===== config.mk =====
export PLATFORM = sky130hd
export DESIGN_NAME = bhs_boot_seq
export DESIGN_NICKNAME = d
export VERILOG_FILES = /design/src/rtl/bhs_pkg.sv /design/src/rtl/bhs_boot_seq.sv
export SDC_FILE = /design/constraint.sdc
export NUM_CORES = 1
export LEC_CHECK = 0
export ABC_AREA = 1
export ABC_CLOCK_PERIOD_IN_PS = 1270
export BUFFER_PORTS_ARGS = -buffer_cell sky130_fd_sc_hd__buf_4
export CORE_MARGIN = 2
export CORE_UTILIZATION = 40
export DETAILED_ROUTE_END_ITERATION = 8
export PLACE_DENSITY = 0.83
export RECOVER_POWER = 100
export SLEW_MARGIN = 5
export SYNTH_ARGS = -nofsm -noshare
export SYNTH_HDL_FRONTEND = slang
export SYNTH_SLANG_ARGS = --single-unit
export TNS_END_PERCENT = 30

===== constraint.sdc =====
create_clock -name clock -period 1.27 [get_ports clock]
set_input_delay 0 -clock clock [delete_from_list [all_inputs] [get_ports clock]]
set_output_delay 0 -clock clock [all_outputs]
set_load 0.005 [all_outputs]

===== src/rtl/bhs_pkg.sv =====
// Constants, types and helpers shared by the boot sequencer
package bhs_pkg;

  // ----------------------------------------------------------------
  // Widths
  // ----------------------------------------------------------------
  localparam int WORD_W = 32;
  localparam int ADDR_W = 16;
  localparam int CNT_W  = 13;

  // ----------------------------------------------------------------
  // Timing
  // ----------------------------------------------------------------
  // Cycles the device needs to complete a power-on reset internally
  localparam logic [CNT_W-1:0] POR_CYCLES = 13'h1830;
  localparam logic [CNT_W-1:0] POR_LAST   = POR_CYCLES - 13'h0001;
  localparam logic [CNT_W-1:0] CNT_ONE    = 13'h0001;
  localparam logic [CNT_W-1:0] CNT_ZERO   = 13'h0000;

  // ----------------------------------------------------------------
  // Boot memory and instruction decode
  // ----------------------------------------------------------------
  localparam logic [ADDR_W-1:0] BOOT_ROM_BASE = 16'h0000;
  localparam int                OP_MSB        = 31;
  localparam int                OP_LSB        = 28;
  localparam logic [3:0]        RSVD_OP       = 4'hF;

  // ----------------------------------------------------------------
  // Types
  // ----------------------------------------------------------------
  // Gray codes along hold -> por -> fetch -> decode -> init -> done
  typedef enum logic [2:0] {
    BHS_HOLD     = 3'h0,
    BHS_POR      = 3'h1,
    BHS_FETCH    = 3'h3,
    BHS_DECODE   = 3'h2,
    BHS_CPU_INIT = 3'h6,
    BHS_DONE     = 3'h7,
    BHS_HALT     = 3'h5
  } bhs_state_t;

  typedef struct packed {
    logic              req;
    logic [ADDR_W-1:0] addr;
  } bhs_rom_req_t;

  typedef struct packed {
    logic              ack;
    logic [WORD_W-1:0] data;
  } bhs_rom_rsp_t;

  typedef struct packed {
    logic              valid;
    logic [WORD_W-1:0] data;
  } bhs_bus_t;

  typedef struct packed {
    logic boot_from_rom;
    logic release_cpu;
  } bhs_cpu_ctl_t;

  typedef struct packed {
    logic done;
    logic halted;
  } bhs_status_t;

  typedef struct packed {
    bhs_state_t        st;
    logic [CNT_W-1:0]  cnt;
    logic              warm;
    bhs_bus_t          bus;
    logic [WORD_W-1:0] dec_word;
    bhs_rom_req_t      rom;
    bhs_cpu_ctl_t      cpu;
    bhs_status_t       stat;
  } bhs_regs_t;

  localparam bhs_regs_t REGS_RESET = '0;

  // ----------------------------------------------------------------
  // Functions
  // ----------------------------------------------------------------
  function automatic logic is_reserved(input logic [WORD_W-1:0] word);
    is_reserved = (word[OP_MSB:OP_LSB] == RSVD_OP);
  endfunction

endpackage : bhs_pkg


===== src/rtl/bhs_boot_seq.sv =====
// Boot sequencer with reset-recoverable boot hang behaviour
//
// Functional notes
// - On reset release, boot logic starts and sets processor to run from boot ROM.
// - Unset bus at power-on may decode as reserved; boot then halts until a pin reset.
// - After a halt the bus is valid; a POR or warm reset then boots normally.
// - A power-on reset takes a fixed cycle count on top of the boot run.
module bhs_boot_seq
(
  input  wire logic                       clock,
  input  wire logic                       rst_n,
  input  wire logic                       por_rst_n,
  input  wire logic                       warm_rst_n,
  input  wire logic [bhs_pkg::WORD_W-1:0] bus_noise,
  input  wire bhs_pkg::bhs_rom_rsp_t      rom_rsp,
  output bhs_pkg::bhs_rom_req_t           rom_req,
  output bhs_pkg::bhs_cpu_ctl_t           cpu_ctl,
  output bhs_pkg::bhs_status_t            status
);
  import bhs_pkg::*;

  // ----------------------------------------------------------------
  // Supply reset synchroniser
  // ----------------------------------------------------------------
  // rst_n is the supply power-up reset; it alone clears the boot bus,
  // so a pin reset (POR or warm) leaves the fetched word in place.
  logic rst_meta;
  logic rst_sync_n;

  always_ff @(posedge clock or negedge rst_n)
  begin
    if (!rst_n)
    begin
      rst_meta   <= 1'b0;
      rst_sync_n <= 1'b0;
    end
    else
    begin
      rst_meta   <= 1'b1;
      rst_sync_n <= rst_meta;
    end
  end

  // ----------------------------------------------------------------
  // State
  // ----------------------------------------------------------------
  bhs_regs_t r;
  bhs_regs_t next_r;
  logic      pin_reset;

  assign pin_reset = !por_rst_n || !warm_rst_n;

  always_comb
  begin
    next_r = r;
    if (pin_reset)
    begin
      // A pin reset aborts any sequence, including a halt
      // secondary reset recovers
      next_r.st       = BHS_HOLD;
      next_r.warm     = por_rst_n;
      next_r.cnt      = CNT_ZERO;
      next_r.rom.req  = 1'b0;
      next_r.cpu      = '0;
      next_r.stat     = '0;
    end
    else
    begin
      case (r.st)
        BHS_HOLD:
        begin
          if (r.warm)
          begin
            next_r.st       = BHS_FETCH;
            next_r.rom.req  = 1'b1;
            next_r.rom.addr = BOOT_ROM_BASE;
          end
          else
          begin
            next_r.st  = BHS_POR;
            next_r.cnt = CNT_ZERO;
          end
        end
        BHS_POR:
        begin
          if (r.cnt == POR_LAST)
          begin
            next_r.st       = BHS_FETCH;
            next_r.rom.req  = 1'b1;
            next_r.rom.addr = BOOT_ROM_BASE;
          end
          else
          begin
            next_r.cnt = r.cnt + CNT_ONE;
          end
        end
        BHS_FETCH:
        begin
          // Decoder sees the bus as it stood before this fetch lands
          // stale bus decoded
          if (rom_rsp.ack)
          begin
            next_r.rom.req   = 1'b0;
            next_r.dec_word  = r.bus.valid ? r.bus.data : bus_noise;
            next_r.bus.data  = rom_rsp.data;
            next_r.bus.valid = 1'b1;
            next_r.st        = BHS_DECODE;
          end
        end
        BHS_DECODE:
        begin
          if (is_reserved(r.dec_word))
          begin
            next_r.st          = BHS_HALT;
            next_r.stat.halted = 1'b1;
          end
          else
          begin
            next_r.st                = BHS_CPU_INIT;
            next_r.cpu.boot_from_rom = 1'b1;
          end
        end
        BHS_CPU_INIT:
        begin
          // Processor now takes over user boot mode selection
          next_r.cpu.release_cpu = 1'b1;
          next_r.stat.done       = 1'b1;
          next_r.st              = BHS_DONE;
        end
        BHS_DONE:
        begin
          next_r.st = BHS_DONE;
        end
        BHS_HALT:
        begin
          // Stuck until a pin reset; nothing inside can leave this
          next_r.st = BHS_HALT;
        end
        default:
        begin
          next_r.st = BHS_HOLD;
        end
      endcase
    end
  end

  always_ff @(posedge clock or negedge rst_sync_n)
  begin
    if (!rst_sync_n)
    begin
      r <= REGS_RESET;
    end
    else
    begin
      r <= next_r;
    end
  end

  // ----------------------------------------------------------------
  // Outputs
  // ----------------------------------------------------------------
  assign rom_req = r.rom;
  assign cpu_ctl = r.cpu;
  assign status  = r.stat;

endmodule // bhs_boot_seq


; ---- After elaboration in Yosys (flattened, before gate mapping)
; Index checks and enable logic that the tools add are counted.
[word_totals]
reg_bits = 105
inputBits = 69
out_inout_bits = 21
[op_classes]
add_sub_neg = 1
n_eq_ne = 16
n_mux = 22
n_bitwise = 1
n_reduce_logical = 18
[ops]
columns = op, count
row1 = $mux W17, 2
row2 = $mux W32, 1
row3 = $pmux W16 S2, 1
row4 = $mux W13, 2
row5 = $pmux W13 S2, 1
row6 = $pmux W3 S6, 1
row7 = $mux W16, 1
row8 = $ne A3 B3 Y1 const B, 5
row9 = $add A13 B1 Y13 const B, 1
row10 = $eq A13 B13 Y1 const B, 1
row11 = $eq A3 B3 Y1 const B, 3
row12 = $reduce_and A4 Y1, 2
row13 = $reduce_bool A2 Y1, 4
row14 = $eq A3 B2 Y1 const B, 2
row15 = $mux W1, 6
row16 = $mux W2, 3
row17 = $mux W3, 2
row18 = $ne A2 B2 Y1 const B, 3
row19 = $reduce_and A2 Y1, 3
row20 = $reduce_and A3 Y1, 2
row21 = $eq A4 B4 Y1 const B, 1
row22 = $mux W4, 1
row23 = $reduce_bool A4 Y1, 1
row24 = $eq A3 B1 Y1 const B, 1
row25 = other kinds (7), 8

; ---- Depth between registers and ports, before layout
; Gate-level depths: netlist (run 1).
[logic_depth]
depth_word = 4
ltp_mapped = 10

; ---- Worst setup path after synthesis (run 1)
; OpenSTA, ideal clock, no wires.
[synth_path]
kind = reg-to-reg
startpoint = register r[87] (netlist bit)
endpoint = register r[93] (netlist bit)
arrival_time_ns = 1.232
required_time_ns = 1.153
slack_ns = -0.079
stages_incl_launch_ff = 11
path_buffers = 1
path_cell_list = dfrtp_1 > ha_1 > nand3_1 > inv_1 > nand2_1 > nor2_1 > nand2_1 > nand2_2 > buf_6 > nand2_1 > nand2_1
[synth_between]
elab_chain_len = 4
[synth_rtl]
columns = item, line
row1 = "start, declared", bhs_boot_seq.sv:47  ; bhs_regs_t r;
row2 = "start signal, assigned", bhs_boot_seq.sv:155  ; r <= next_r;
row3 = $add A13 B1 Y13, bhs_boot_seq.sv:94  ; next_r.cnt = r.cnt + CNT_ONE;
row4 = $mux W13, bhs_boot_seq.sv:86  ; if (r.cnt == POR_LAST)
row5 = $pmux W13 S2, bhs_boot_seq.sv:69  ; case (r.st)
row6 = $mux W16, bhs_boot_seq.sv:56  ; if (pin_reset)
; Parallel ways exist; a longest one is shown, timed or not. The select of a mux whose other input is x is not followed.
; A chain may end at the register's enable or synchronous reset.

; ---- Worst setup path in the final report (run 1)
[layout_path]
startpoint = register r[97] (netlist bit)
endpoint = register r[93] (netlist bit)
[layout_between]
elab_chain_len = 3
[layout_rtl]
columns = item, line
row1 = $eq A13 B13 Y1, bhs_boot_seq.sv:86
row2 = $ne A3 B3 Y1 (no line), -
row3 = $reduce_and A3 Y1 (no line), -
; No other way between the ends.

==> flow_summary.json, run 1 <==
{
  "drc": 0,
  "outcome": "finished with violations",
  "grt_pass1_vias": 1717,
  "vdd_ir_drop_max_mv": 0.653,
  "detail_route.first_pass.iterations": 4,
  "timing.final.setup_violations": 19,
  "timing_max_transition_violations_final": 0,
  "num_rows": 24,
  "grt_first_pass_wirelength_um": 7020,
  "grtUsageTotal_pct": 17.6,
  "critPathArrivalTime_ps": 1600,
  "die_y_um": 71.7,
  "ys_warnings": 0,
  "via_count": 1740,
  "num_antenna_cells": 0,
  "route.antenna.remaining_nets": 0,
  "fin_setup_tns_ps": -1020,
  "dpl.hpwl_um": 2830,
  "cp-start-kind": "register",
  "crit_path_launch": "r[97]",
  "post_drt_via_cell_ratio": 4.83,
  "place_inst": 336,
  "syn-cell-area_mm2": 0.00184,
  "synth_seq_area_share_pct": 43.6,
  "crit_fanout": 6,
  "power_leakage_uw": 0.00124,
  "drv.max_cap_violation_count": 0,
  "ys_ff_latch": 32,
  "gp_congestion": 0.899,
  "netlist_instances": 247,
  "r2r-start": "r[97]",
  "clkSlewWorstSetupHoldPaths_ps": 80,
  "drive_above_1_share_pct": 30.2,
  "starting_density_pct": 41.9,
  "grt_max_degree": 26,
  "worst_skew_pair.late_latency_ps": 300,
  "worst_setup_path_end_kind": "register",
  "cts_made_buffers": 5,
  "max-clock-path-buffers": 2,
  "core_region_area_mm2": 0.00438,
  "synthesis.area_per_instance_um2": 7.43,
  "clock-root-buffer": "sky130_fd_sc_hd__clkbuf_8",
  "min_period_ps": 1370,
  "post-route-period-util_pct": 108,
  "layout_commonest_cell": "sky130_fd_sc_hd__nand2_1",
  "net_count_final": 377,
  "power-per-cell-area_mw_per_mm2": 945,
  "grt_antenna_before_repair": 0,
  "number_of_h_tree_levels": 2,
  "timing_hold_violations_final": 0,
  "area_growth_syn_to_layout_pct": 33.2,
  "fin_skew_ps": 12.5,
  "layout_setup_ws_ps": -95.3,
  "rsz0062_at_grt": "true",
  "drt_iter0_markers": 118,
  "max_slew_margin_pct": 58.1,
  "synth_cell_types": 25,
  "design.die.area_mm2": 0.00515,
  "chipWidth_um": 71.7,
  "final_cells": 360,
  "port_buf_inserts": 17,
  "cts.sinks": 32,
  "final_cell_mix": "sky130_fd_sc_hd__nand2_1, sky130_fd_sc_hd__buf_4, sky130_fd_sc_hd__dfrtp_1",
  "drt-total-wl_um": 4280,
  "min-delay-path-class": "in2async",
  "tritoncts_clock_tree": "done",
  "io-pin-count": 90,
  "violations": "negative setup slack",
  "timing.fmax_mhz": 732,
  "critPathRequiredTime_ps": 1510,
  "worst_pin_slew_ps": 629,
  "globalRoute.totalOverflow": 0,
  "critical_path_class": "reg2reg",
  "avgRoutedWirePerCell_um": 11.9
}
## state kept, by name, indices dropped and copies added, names as in the netlist
name        flops
rom_req         1
rst_sync_n      1
r              26
status          2
cpu_ctl         1
rst_meta        1
## stage by stage
stage	util, %	area, um2	worst slack, ps	hold slack [ps]	total power (uW)
after floorplan	-	1900	-10.6	-296	1350
after global placement	48.9	2150	-62.3	-217	1430
after detailed placement	48.9	2150	-116	-216	1450
after CTS	54.7	2400	-63.1	8.50	2300
after global routing	55.8	2440	-219	5.76	2430
final	55.8	2440	-95.3	14.0	2310
## kinds of logic (layout without fill, tap and decap cells)
| family | Yosys count | in the layout | share of synthesized area [%] |
|---|---|---|---|
| AND/OR/NAND/NOR | 147 | 148 | 34.8 |
| buffers and inverters | 48 | 93 | 15.1 |
| flip-flops | 32 | 32 | 43.6 |
| AO/OA/AOI/OAI | 16 | 16 | 4.91 |
| other | 2 | 17 | 0.409 |
| adder cells (fa/ha/maj) | 1 | 1 | 0.682 |
| XOR/XNOR | 1 | 1 | 0.477 |
## critical path: stages (launching register included)
cell                      delay (ps)
sky130_fd_sc_hd__dfrtp_1         390
sky130_fd_sc_hd__inv_1           110
sky130_fd_sc_hd__nand2_1          80
sky130_fd_sc_hd__nor2_2          160
sky130_fd_sc_hd__nand2_2          70
sky130_fd_sc_hd__nor2_2          110
sky130_fd_sc_hd__nand2_2         110
sky130_fd_sc_hd__nand2_4         140
sky130_fd_sc_hd__nand2_2          70
sky130_fd_sc_hd__nand2_2          60
## power by group
part / switching (uW) / total [uW] / internal [uW] / leakage, uW
clock network: 437 / 825 / 388 / 0.0000404
registers: 48.4 / 1130 / 1090 / 0.000422
logic: 186 / 351 / 165 / 0.000777
total: 671 / 2310 / 1640 / 0.00124
## cells in the mapped netlist (all sizes together)
library cell	number	area, um2
a31oi	4	25.0
buf	24	181
a21oi	4	20.0
a21boi	1	7.51
nand4	7	43.8
conb	2	7.51
nor2	22	82.6
xnor2	1	8.76
clkinv	1	8.76
inv	23	86.3
o21a	1	7.51
dfrtp	32	801
nand3	25	130
nand2	86	335
or2	1	6.26
o21ai	6	30.0
ha	1	12.5
nor3	6	41.3
## routing by layer
layer / global-route usage (%) / wire (um) / vias to the layer above / part of all wire [%]
li1: - / - / 867 / -
met1: 20.3 / 1780 / 805 / 42
met2: 30.6 / 2200 / 57 / 51
met3: 4.36 / 189 / 11 / 4.4
met4: 8.39 / 110 / 0 / 2.6
met5: 0 / 0 / - / 0
## area by class of cell
class                           count  area, um2
Multi-Input combinational cell    183        916
Tap cell                           52       65.1
Clock inverter                      3       23.8
Fill cell                         384       1940
Sequential cell                    32        805
Timing Repair Buffer               61        472
Clock buffer                        5       68.8
Inverter                           24       95.1
## repair_timing
item                                    CTS  global route
endpoints found under the hold margin    11             0
buffers inserted                          2             2
cloned                                    1             0
pin swaps                                 8            13
endpoints found under the setup margin   18            22
hold buffers                             11             0
gates resized for setup                  10            21
## path summary, 6_finish.rpt
| path | end | cells after the start | slack [ps] |
|---|---|---|---|
| setup / recovery | r[93] | 9 | -100 |
| hold / removal | rst_sync_n | 2 | 10 |
| setup reg to reg | r[93] | 9 | -100 |
| hold reg to reg | r[84] | 0 | 90 |
| max in group asynchronous | r[100] | 1 | 290 |
| min in group clock | cpu_ctl[1] | 3 | 30 |
(Power assumes the default switching activity.)
==> run 2: changes to the inputs <==
--- a/config.mk
+++ b/config.mk
@@ -5,13 +5,12 @@
 export SDC_FILE = /design/constraint.sdc
 export NUM_CORES = 1
 export LEC_CHECK = 0
-export ABC_AREA = 1
 export ABC_CLOCK_PERIOD_IN_PS = 1270
 export BUFFER_PORTS_ARGS = -buffer_cell sky130_fd_sc_hd__buf_4
 export CORE_MARGIN = 2
 export CORE_UTILIZATION = 40
 export DETAILED_ROUTE_END_ITERATION = 8
-export PLACE_DENSITY = 0.83
+export PLACE_DENSITY = 0.85
 export RECOVER_POWER = 100
 export SLEW_MARGIN = 5
 export SYNTH_ARGS = -nofsm -noshare
==> constraint.sdc (replaced) <==
create_clock -name clock -period 1.27 [get_ports clock]
set_input_delay 0.0635 -clock clock [delete_from_list [all_inputs] [get_ports clock]]
set_output_delay 0.0635 -clock clock [all_outputs]
set_load 0.005 [all_outputs]
==> run 2 against run 1 <==
The flow still finishes with violations (negative setup slack). Clock skew down 6.2 ps. Non-clock buffer count up 4. Sequential power about the same. Cell count down 20%. Power up 5.4%. Sequential cell count unchanged. Global-route usage down 0.92 points. Fmax down 10%. Worst hold slack better by 44 ps. Register-to-register slack worse by 150 ps. Die area down 7.5%. Largest cell class unchanged.
==> flow_summary.json, run 2 <==
{
  "crit_fanout": 6,
  "wl_met3_um": 172,
  "number_of_h_tree_levels": 2,
  "power_switching_share_pct": 24.8,
  "fin_setup_tns_ps": -3780,
  "drt_iter0_markers": 75,
  "clock-root-buffer": "sky130_fd_sc_hd__clkbuf_8",
  "fill_cells": 340,
  "rsz0062_at_grt": "true",
  "tritoncts_clock_tree": "done",
  "synth_enable_flop_cells": 0,
  "design.die.area_mm2": 0.00476,
  "syn-cell-area_mm2": 0.00169,
  "multi_input_comb_area_um2": 863,
  "dpl.hpwl_um": 2650,
  "die_y_um": 69.0,
  "min_period_ps": 1520,
  "ys_warnings": 0,
  "power_leakage_uw": 0.00111,
  "clkSlewWorstSetupHoldPaths_ps": 70,
  "ys_ff_latch": 32,
  "core_region_area_mm2": 0.00403,
  "synth_common_cells": "sky130_fd_sc_hd__dfrtp_1, sky130_fd_sc_hd__buf_4, sky130_fd_sc_hd__nor2_1",
  "net_count_final": 306,
  "gp_congestion": 0.833,
  "p_clk_share_pct": 40.4,
  "starting_density_pct": 42.0,
  "fin_skew_ps": 6.32,
  "worst_skew_pair.late_latency_ps": 290,
  "timing_max_transition_violations_final": 0,
  "critPathArrivalTime_ps": 1730,
  "min_to": "r[86]",
  "timing.fmax_mhz": 658,
  "asyncSetResetFlopFracSynth_pct": 100,
  "min-delay-start": "por_rst_n",
  "cts.sinks": 32,
  "place_area_mm2": 0.00208,
  "met2WireLength_um": 1880,
  "cts_made_buffers": 5,
  "via_count": 1456,
  "avgRoutedWirePerCell_um": 13.1,
  "netlist_instances": 173,
  "critical_path_class": "reg2reg",
  "preCtsSetupSlack_ps": -243,
  "ys_top_cells_by_area": "sky130_fd_sc_hd__dfrtp_1, sky130_fd_sc_hd__buf_4, sky130_fd_sc_hd__nor2_1, sky130_fd_sc_hd__a21oi_1, sky130_fd_sc_hd__mux2i_1",
  "route.antenna.remaining_nets": 0,
  "post_drt_via_cell_ratio": 5.07,
  "drv.max_cap_violation_count": 0,
  "r2r-start": "r[97]",
  "p_int_uw": 1830,
  "worst_pin_slew_ps": 585,
  "grt_pass1_vias": 1451,
  "violations": "negative setup slack",
  "top_register": "r",
  "drive_above_1_share_pct": 39.2,
  "post-route-cell-area_mm2": 0.00237,
  "drc": 0,
  "chipWidth_um": 69.0,
  "synth_flop_cell": "sky130_fd_sc_hd__dfrtp_1",
  "timing_hold_violations_final": 0,
  "final_cell_mix": "sky130_fd_sc_hd__buf_4, sky130_fd_sc_hd__dfrtp_1, sky130_fd_sc_hd__conb_1",
  "synthesis.area_per_instance_um2": 9.77,
  "area_growth_syn_to_layout_pct": 40.1,
  "timing.reg2reg.setup_slack_ps": -250,
  "worst_hold_margin_ps": 57.8,
  "max_slew_margin_pct": 61.0,
  "route.layer.met1.wl_um": 1640,
  "min_path_cells": 2,
  "final-seq-area_um2": 801,
  "outcome": "finished with violations",
  "vdd_ir_drop_max_mv": 0.685,
  "cp-start-kind": "register",
  "post-route-period-util_pct": 120,
  "num_rows": 23,
  "drt-total-wl_um": 3750,
  "maxUsedRoutingLayer": "met4",
  "port_buf_inserts": 17,
  "grt_antenna_before_repair": 0,
  "largest_register_ff_count": 26,
  "netlist.top_cell.by_area": "sky130_fd_sc_hd__dfrtp_1",
  "min-delay-path-class": "in2reg",
  "grt_first_pass_wirelength_um": 6300,
  "worst_setup_path_end_kind": "register",
  "total_switching_power_uw": 604,
  "grtUsageTotal_pct": 16.7,
  "timing.final.setup_violations": 26,
  "synth_cell_types": 39,
  "reg2reg_to": "rom_req[16]",
  "grt_max_degree": 20,
  "io-pin-count": 90,
  "post-synth-top-count-cell": "sky130_fd_sc_hd__dfrtp_1",
  "globalRoute.totalOverflow": 0,
  "detail_route.first_pass.iterations": 4,
  "max-clock-path-buffers": 2,
  "num_antenna_cells": 0,
  "layout_commonest_cell": "sky130_fd_sc_hd__buf_4",
  "finish.utilization_pct": 58.8,
  "worst_r2r_path_depth": 5,
  "netlist.area_leader.share_pct": 47.4,
  "layout_setup_ws_ps": -250,
  "power_frac_comb_pct": 13.0,
  "power-per-cell-area_mw_per_mm2": 1030,
  "critPathRequiredTime_ps": 1480,
  "seq_power_share_pct": 46.6,
  "synth_seq_area_share_pct": 47.4
}
[run 2: changes by cell type after synthesis, moves of 4 or more]
| cell | before | now |
|---|---|---|
| sky130_fd_sc_hd__a21oi_1 | 4 | 10 |
| sky130_fd_sc_hd__and3_1 | 0 | 4 |
| sky130_fd_sc_hd__inv_1 | 20 | 3 |
| sky130_fd_sc_hd__mux2_2 | 0 | 4 |
| sky130_fd_sc_hd__mux2i_1 | 0 | 5 |
| sky130_fd_sc_hd__nand2_1 | 83 | 11 |
| sky130_fd_sc_hd__nand3_1 | 24 | 2 |
| sky130_fd_sc_hd__nor2_1 | 22 | 17 |
| sky130_fd_sc_hd__o21ai_1 | 0 | 6 |
[run 2: cell type report]
class / count / share of cell area, %
repair buffers: 65 / 21.6
clock buffers: 5 / 2.91
inverters: 5 / 0.792
clock inverters: 3 / 1.80
multi-input cells: 127 / 36.5
well taps: 50 / 2.64
flip-flops and latches: 32 / 33.8
[run 2: through the flow]
step / std cells / power, uW
after floorplan: 188 / 1340
after global placement: 268 / 1420
after detailed placement: 268 / 1440
after CTS: 286 / 2470
after global routing: 287 / 2550
final: 287 / 2440
[run 2: worst max-delay path, stage by stage (launching register included)]
cell and delay, ps:
sky130_fd_sc_hd__dfrtp_1 400, sky130_fd_sc_hd__nor4bb_2 360, sky130_fd_sc_hd__nand4_1 230, sky130_fd_sc_hd__nand2_4 160, sky130_fd_sc_hd__a31oi_1 100, sky130_fd_sc_hd__nor3b_1 190
[run 2: layer usage]
layer	global-route usage (%)	vias up
li1	-	705
met3	5.85	7
met4	6.75	0
met5	0	-
met2	27.2	34
met1	20.0	710
[run 2: worst max-delay path by stage]
stage	slack, ps	cells past startpoint	endpoint	start
final	-250	5	rom_req[16]	r[97]
after global routing	-330	5	rom_req[16]	r[97]
after CTS	-250	6	r[98]	r[87]
after detailed placement	-240	6	r[99]	r[87]
after global placement	-200	6	r[99]	r[88]
after floorplan	-190	5	rom_req[16]	r[100]
[run 2: power groups by stage]
stage               registers, uW  logic (uW)  clock network, uW
floorplan                    1150         190                  0
global placement             1150         271                  0
detailed placement           1150         282                  0
CTS                          1140         321               1010
global route                 1140         355               1060
finish                       1140         317                984
[run 2: kinds of logic (layout without fill, tap and decap cells)]
| kind of cell | after synthesis | in the layout | synth area share (%) |
|---|---|---|---|
| AND/OR/NAND/NOR | 61 | 61 | 20.9 |
| buffers and inverters | 29 | 78 | 11.3 |
| other | 2 | 17 | 0.444 |
| multiplexers | 10 | 10 | 6.29 |
| adder cells (fa/ha/maj) | 1 | 1 | 0.740 |
| flip-flops | 32 | 32 | 47.4 |
| AO/OA/AOI/OAI | 38 | 38 | 13.0 |
[run 2: what timing repair did]
item	4_1_cts	5_1_grt
buffers inserted	4	1
pin swaps	13	10
cloned	0	0
resized for setup	16	8
endpoints found under the hold margin	7	0
hold buffers	6	0
setup endpoints to repair	25	26
==> run 3: changes to the inputs <==
--- a/config.mk
+++ b/config.mk
@@ -8,9 +8,9 @@
 export ABC_CLOCK_PERIOD_IN_PS = 1270
 export BUFFER_PORTS_ARGS = -buffer_cell sky130_fd_sc_hd__buf_4
 export CORE_MARGIN = 2
-export CORE_UTILIZATION = 40
+export CORE_UTILIZATION = 45
 export DETAILED_ROUTE_END_ITERATION = 8
-export PLACE_DENSITY = 0.85
+export PLACE_DENSITY = 0.92
 export RECOVER_POWER = 100
 export SLEW_MARGIN = 5
 export SYNTH_ARGS = -nofsm -noshare
==> run 3 against run 2 <==
The flow still finishes with violations (negative setup slack). Routed wire length up 46%. Critical path depth grew 1. Worst setup slack got worse by 86 ps. Sequential share of layout area is 2.9 points lower. Non-clock buffer count grew 11. Clock power about the same. Critical path type unchanged. Largest power group unchanged.
==> flow_summary.json, run 3 (synthesis results as in run 2) <==
{
  "port_buf_inserts": 17,
  "die_y_um": 65.3,
  "critPathRequiredTime_ps": 1450,
  "outcome": "finished with violations",
  "vdd_ir_drop_max_mv": 1.01,
  "fill_cells": 244,
  "via_count": 1668,
  "avgRoutedWirePerCell_um": 18.5,
  "chipWidth_um": 65.3,
  "net_count_final": 317,
  "crit_path_max_incr_delay_ps": 420,
  "clkSlewWorstSetupHoldPaths_ps": 70,
  "cells_traversed_along_the_worst_timing_path": "buf_4 -> and3_2 -> nor3b_2 -> and4_1 -> o21ai_1 -> a21o_1",
  "worst_pin_slew_ps": 543,
  "grt_first_pass_wirelength_um": 7200,
  "final-seq-area_um2": 803,
  "largest_register_ff_count": 26,
  "drt_iter0_markers": 118,
  "finish.utilization_pct": 71.4,
  "critPathArrivalTime_ps": 1780,
  "num_antenna_cells": 0,
  "power_switching_share_pct": 26.3,
  "detail_route.first_pass.iterations": 4,
  "crit_fanout": 3,
  "io-pin-count": 90,
  "top_register": "r",
  "cts.sinks": 32,
  "rsz0062_at_grt": "true",
  "power_leakage_uw": 0.00119,
  "worst_skew_pair.late_latency_ps": 290,
  "cp-start-kind": "register",
  "grt_max_degree": 22,
  "power-per-cell-area_mw_per_mm2": 977,
  "grt_antenna_before_repair": 0,
  "drc": 0,
  "dpl.hpwl_um": 3020,
  "fin_skew_ps": 7.43,
  "post_drt_via_cell_ratio": 5.64,
  "timing_max_transition_violations_final": 0,
  "power_frac_comb_pct": 15.5,
  "p_clk_share_pct": 38.9,
  "seq_power_share_pct": 45.5,
  "max-clock-path-buffers": 2,
  "area_growth_syn_to_layout_pct": 53.5,
  "critical_path_class": "reg2reg",
  "route.antenna.remaining_nets": 0,
  "design.die.area_mm2": 0.00426,
  "timing_hold_violations_final": 0,
  "grt_pass1_vias": 1574,
  "drv.max_cap_violation_count": 0,
  "timing.fmax_mhz": 623,
  "min-delay-path-class": "in2reg",
  "tritoncts_clock_tree": "done",
  "timing.final.setup_violations": 27,
  "starting_density_pct": 46.5,
  "worst_setup_path_end_kind": "register",
  "cpMaxStageDelayCell": "sky130_fd_sc_hd__dfrtp_1",
  "drt-total-wl_um": 5480,
  "number_of_h_tree_levels": 2,
  "layout_setup_ws_ps": -335,
  "layout_commonest_cell": "sky130_fd_sc_hd__buf_4",
  "min_period_ps": 1610,
  "num_rows": 22,
  "violations": "negative setup slack",
  "preCtsSetupSlack_ps": -284,
  "clock-root-buffer": "sky130_fd_sc_hd__clkbuf_8",
  "globalRoute.totalOverflow": 0,
  "total_switching_power_uw": 666,
  "core_region_area_mm2": 0.00363,
  "drive_above_1_share_pct": 50.0,
  "post-route-period-util_pct": 126,
  "final_cell_mix": "sky130_fd_sc_hd__buf_4, sky130_fd_sc_hd__dfrtp_1, sky130_fd_sc_hd__conb_1",
  "p_int_uw": 1870,
  "max_slew_margin_pct": 63.8,
  "multi_input_comb_area_um2": 951,
  "cts_made_buffers": 5,
  "gp_congestion": 0.851,
  "grtUsageTotal_pct": 22.6
}
## run 3: cell types whose count changed in the layout (fill, tap and decap cells not counted), sizes merged
cell,change
buf,+13
clkbuf,-1
dlygate4sd3,-1
## run 3: final cells by class
| type | count | share of cell area, % |
|---|---|---|
| clock buffers | 5 | 2.65 |
| clock inverters | 3 | 1.64 |
| inverters | 5 | 0.723 |
| multi-input cells | 127 | 36.6 |
| flip-flops and latches | 32 | 31.0 |
| well taps | 48 | 2.31 |
| repair buffers | 76 | 25.1 |
## run 3: through the flow
stage / instance area [um2] / setup TNS (ps) / instances / hold slack, ps / total power [uW]
floorplan: 1790 / -1580 / 188 / -232 / 1340
global placement: 2100 / -2140 / 267 / -152 / 1420
detailed placement: 2100 / -3470 / 267 / -153 / 1450
CTS: 2380 / -4020 / 282 / 11.1 / 2470
global route: 2590 / -7310 / 296 / 0.164 / 2630
finish: 2590 / -6040 / 296 / 8.43 / 2540
## run 3: worst paths after layout
kind	slack, ps	end	depth (start not counted)	startpoint
setup reg to reg	-340	r[98]	6	r[87]
hold reg to reg	310	r[49]	1	rst_sync_n
min in group asynchronous	90	rst_meta	2	rst_n
hold / removal	8	r[83]	2	rom_rsp[30]
setup / recovery	-340	r[98]	6	r[87]
max in group asynchronous	530	r[102]	1	rst_sync_n
## run 3: worst max-delay path: cells and delay by family (launching register included)
kind	cells	cell delay (ps)
and+or+nand+nor	3	700
DFF	1	420
AOI/OAI and AO/OA	2	220
buffers and inverters	1	160
## run 3: timing repair
action | in CTS | in global routing
setup buffers | 2 | 15
gates resized for setup | 27 | 33
hold buffers | 5 | 0
hold endpoints to repair | 6 | 0
pin swaps | 12 | 16
setup endpoints to repair | 24 | 26
## run 3: power by group through the flow
stage	registers (uW)	clock network, uW	logic [uW]
after floorplan	1150	0	190
after global routing	1160	1040	428
final	1150	987	394
after detailed placement	1150	0	301
after CTS	1140	997	333
after global placement	1150	0	278
## run 3: metal layers
metal	vias to the layer above	wire, um	part of all wire (%)	GRT usage [%]
met5	-	0	0	0
met4	0	261	4.8	10.2
met3	35	411	7.5	5.82
met2	111	2890	53	39.5
met1	801	1920	35	25.8
li1	721	-	-	-
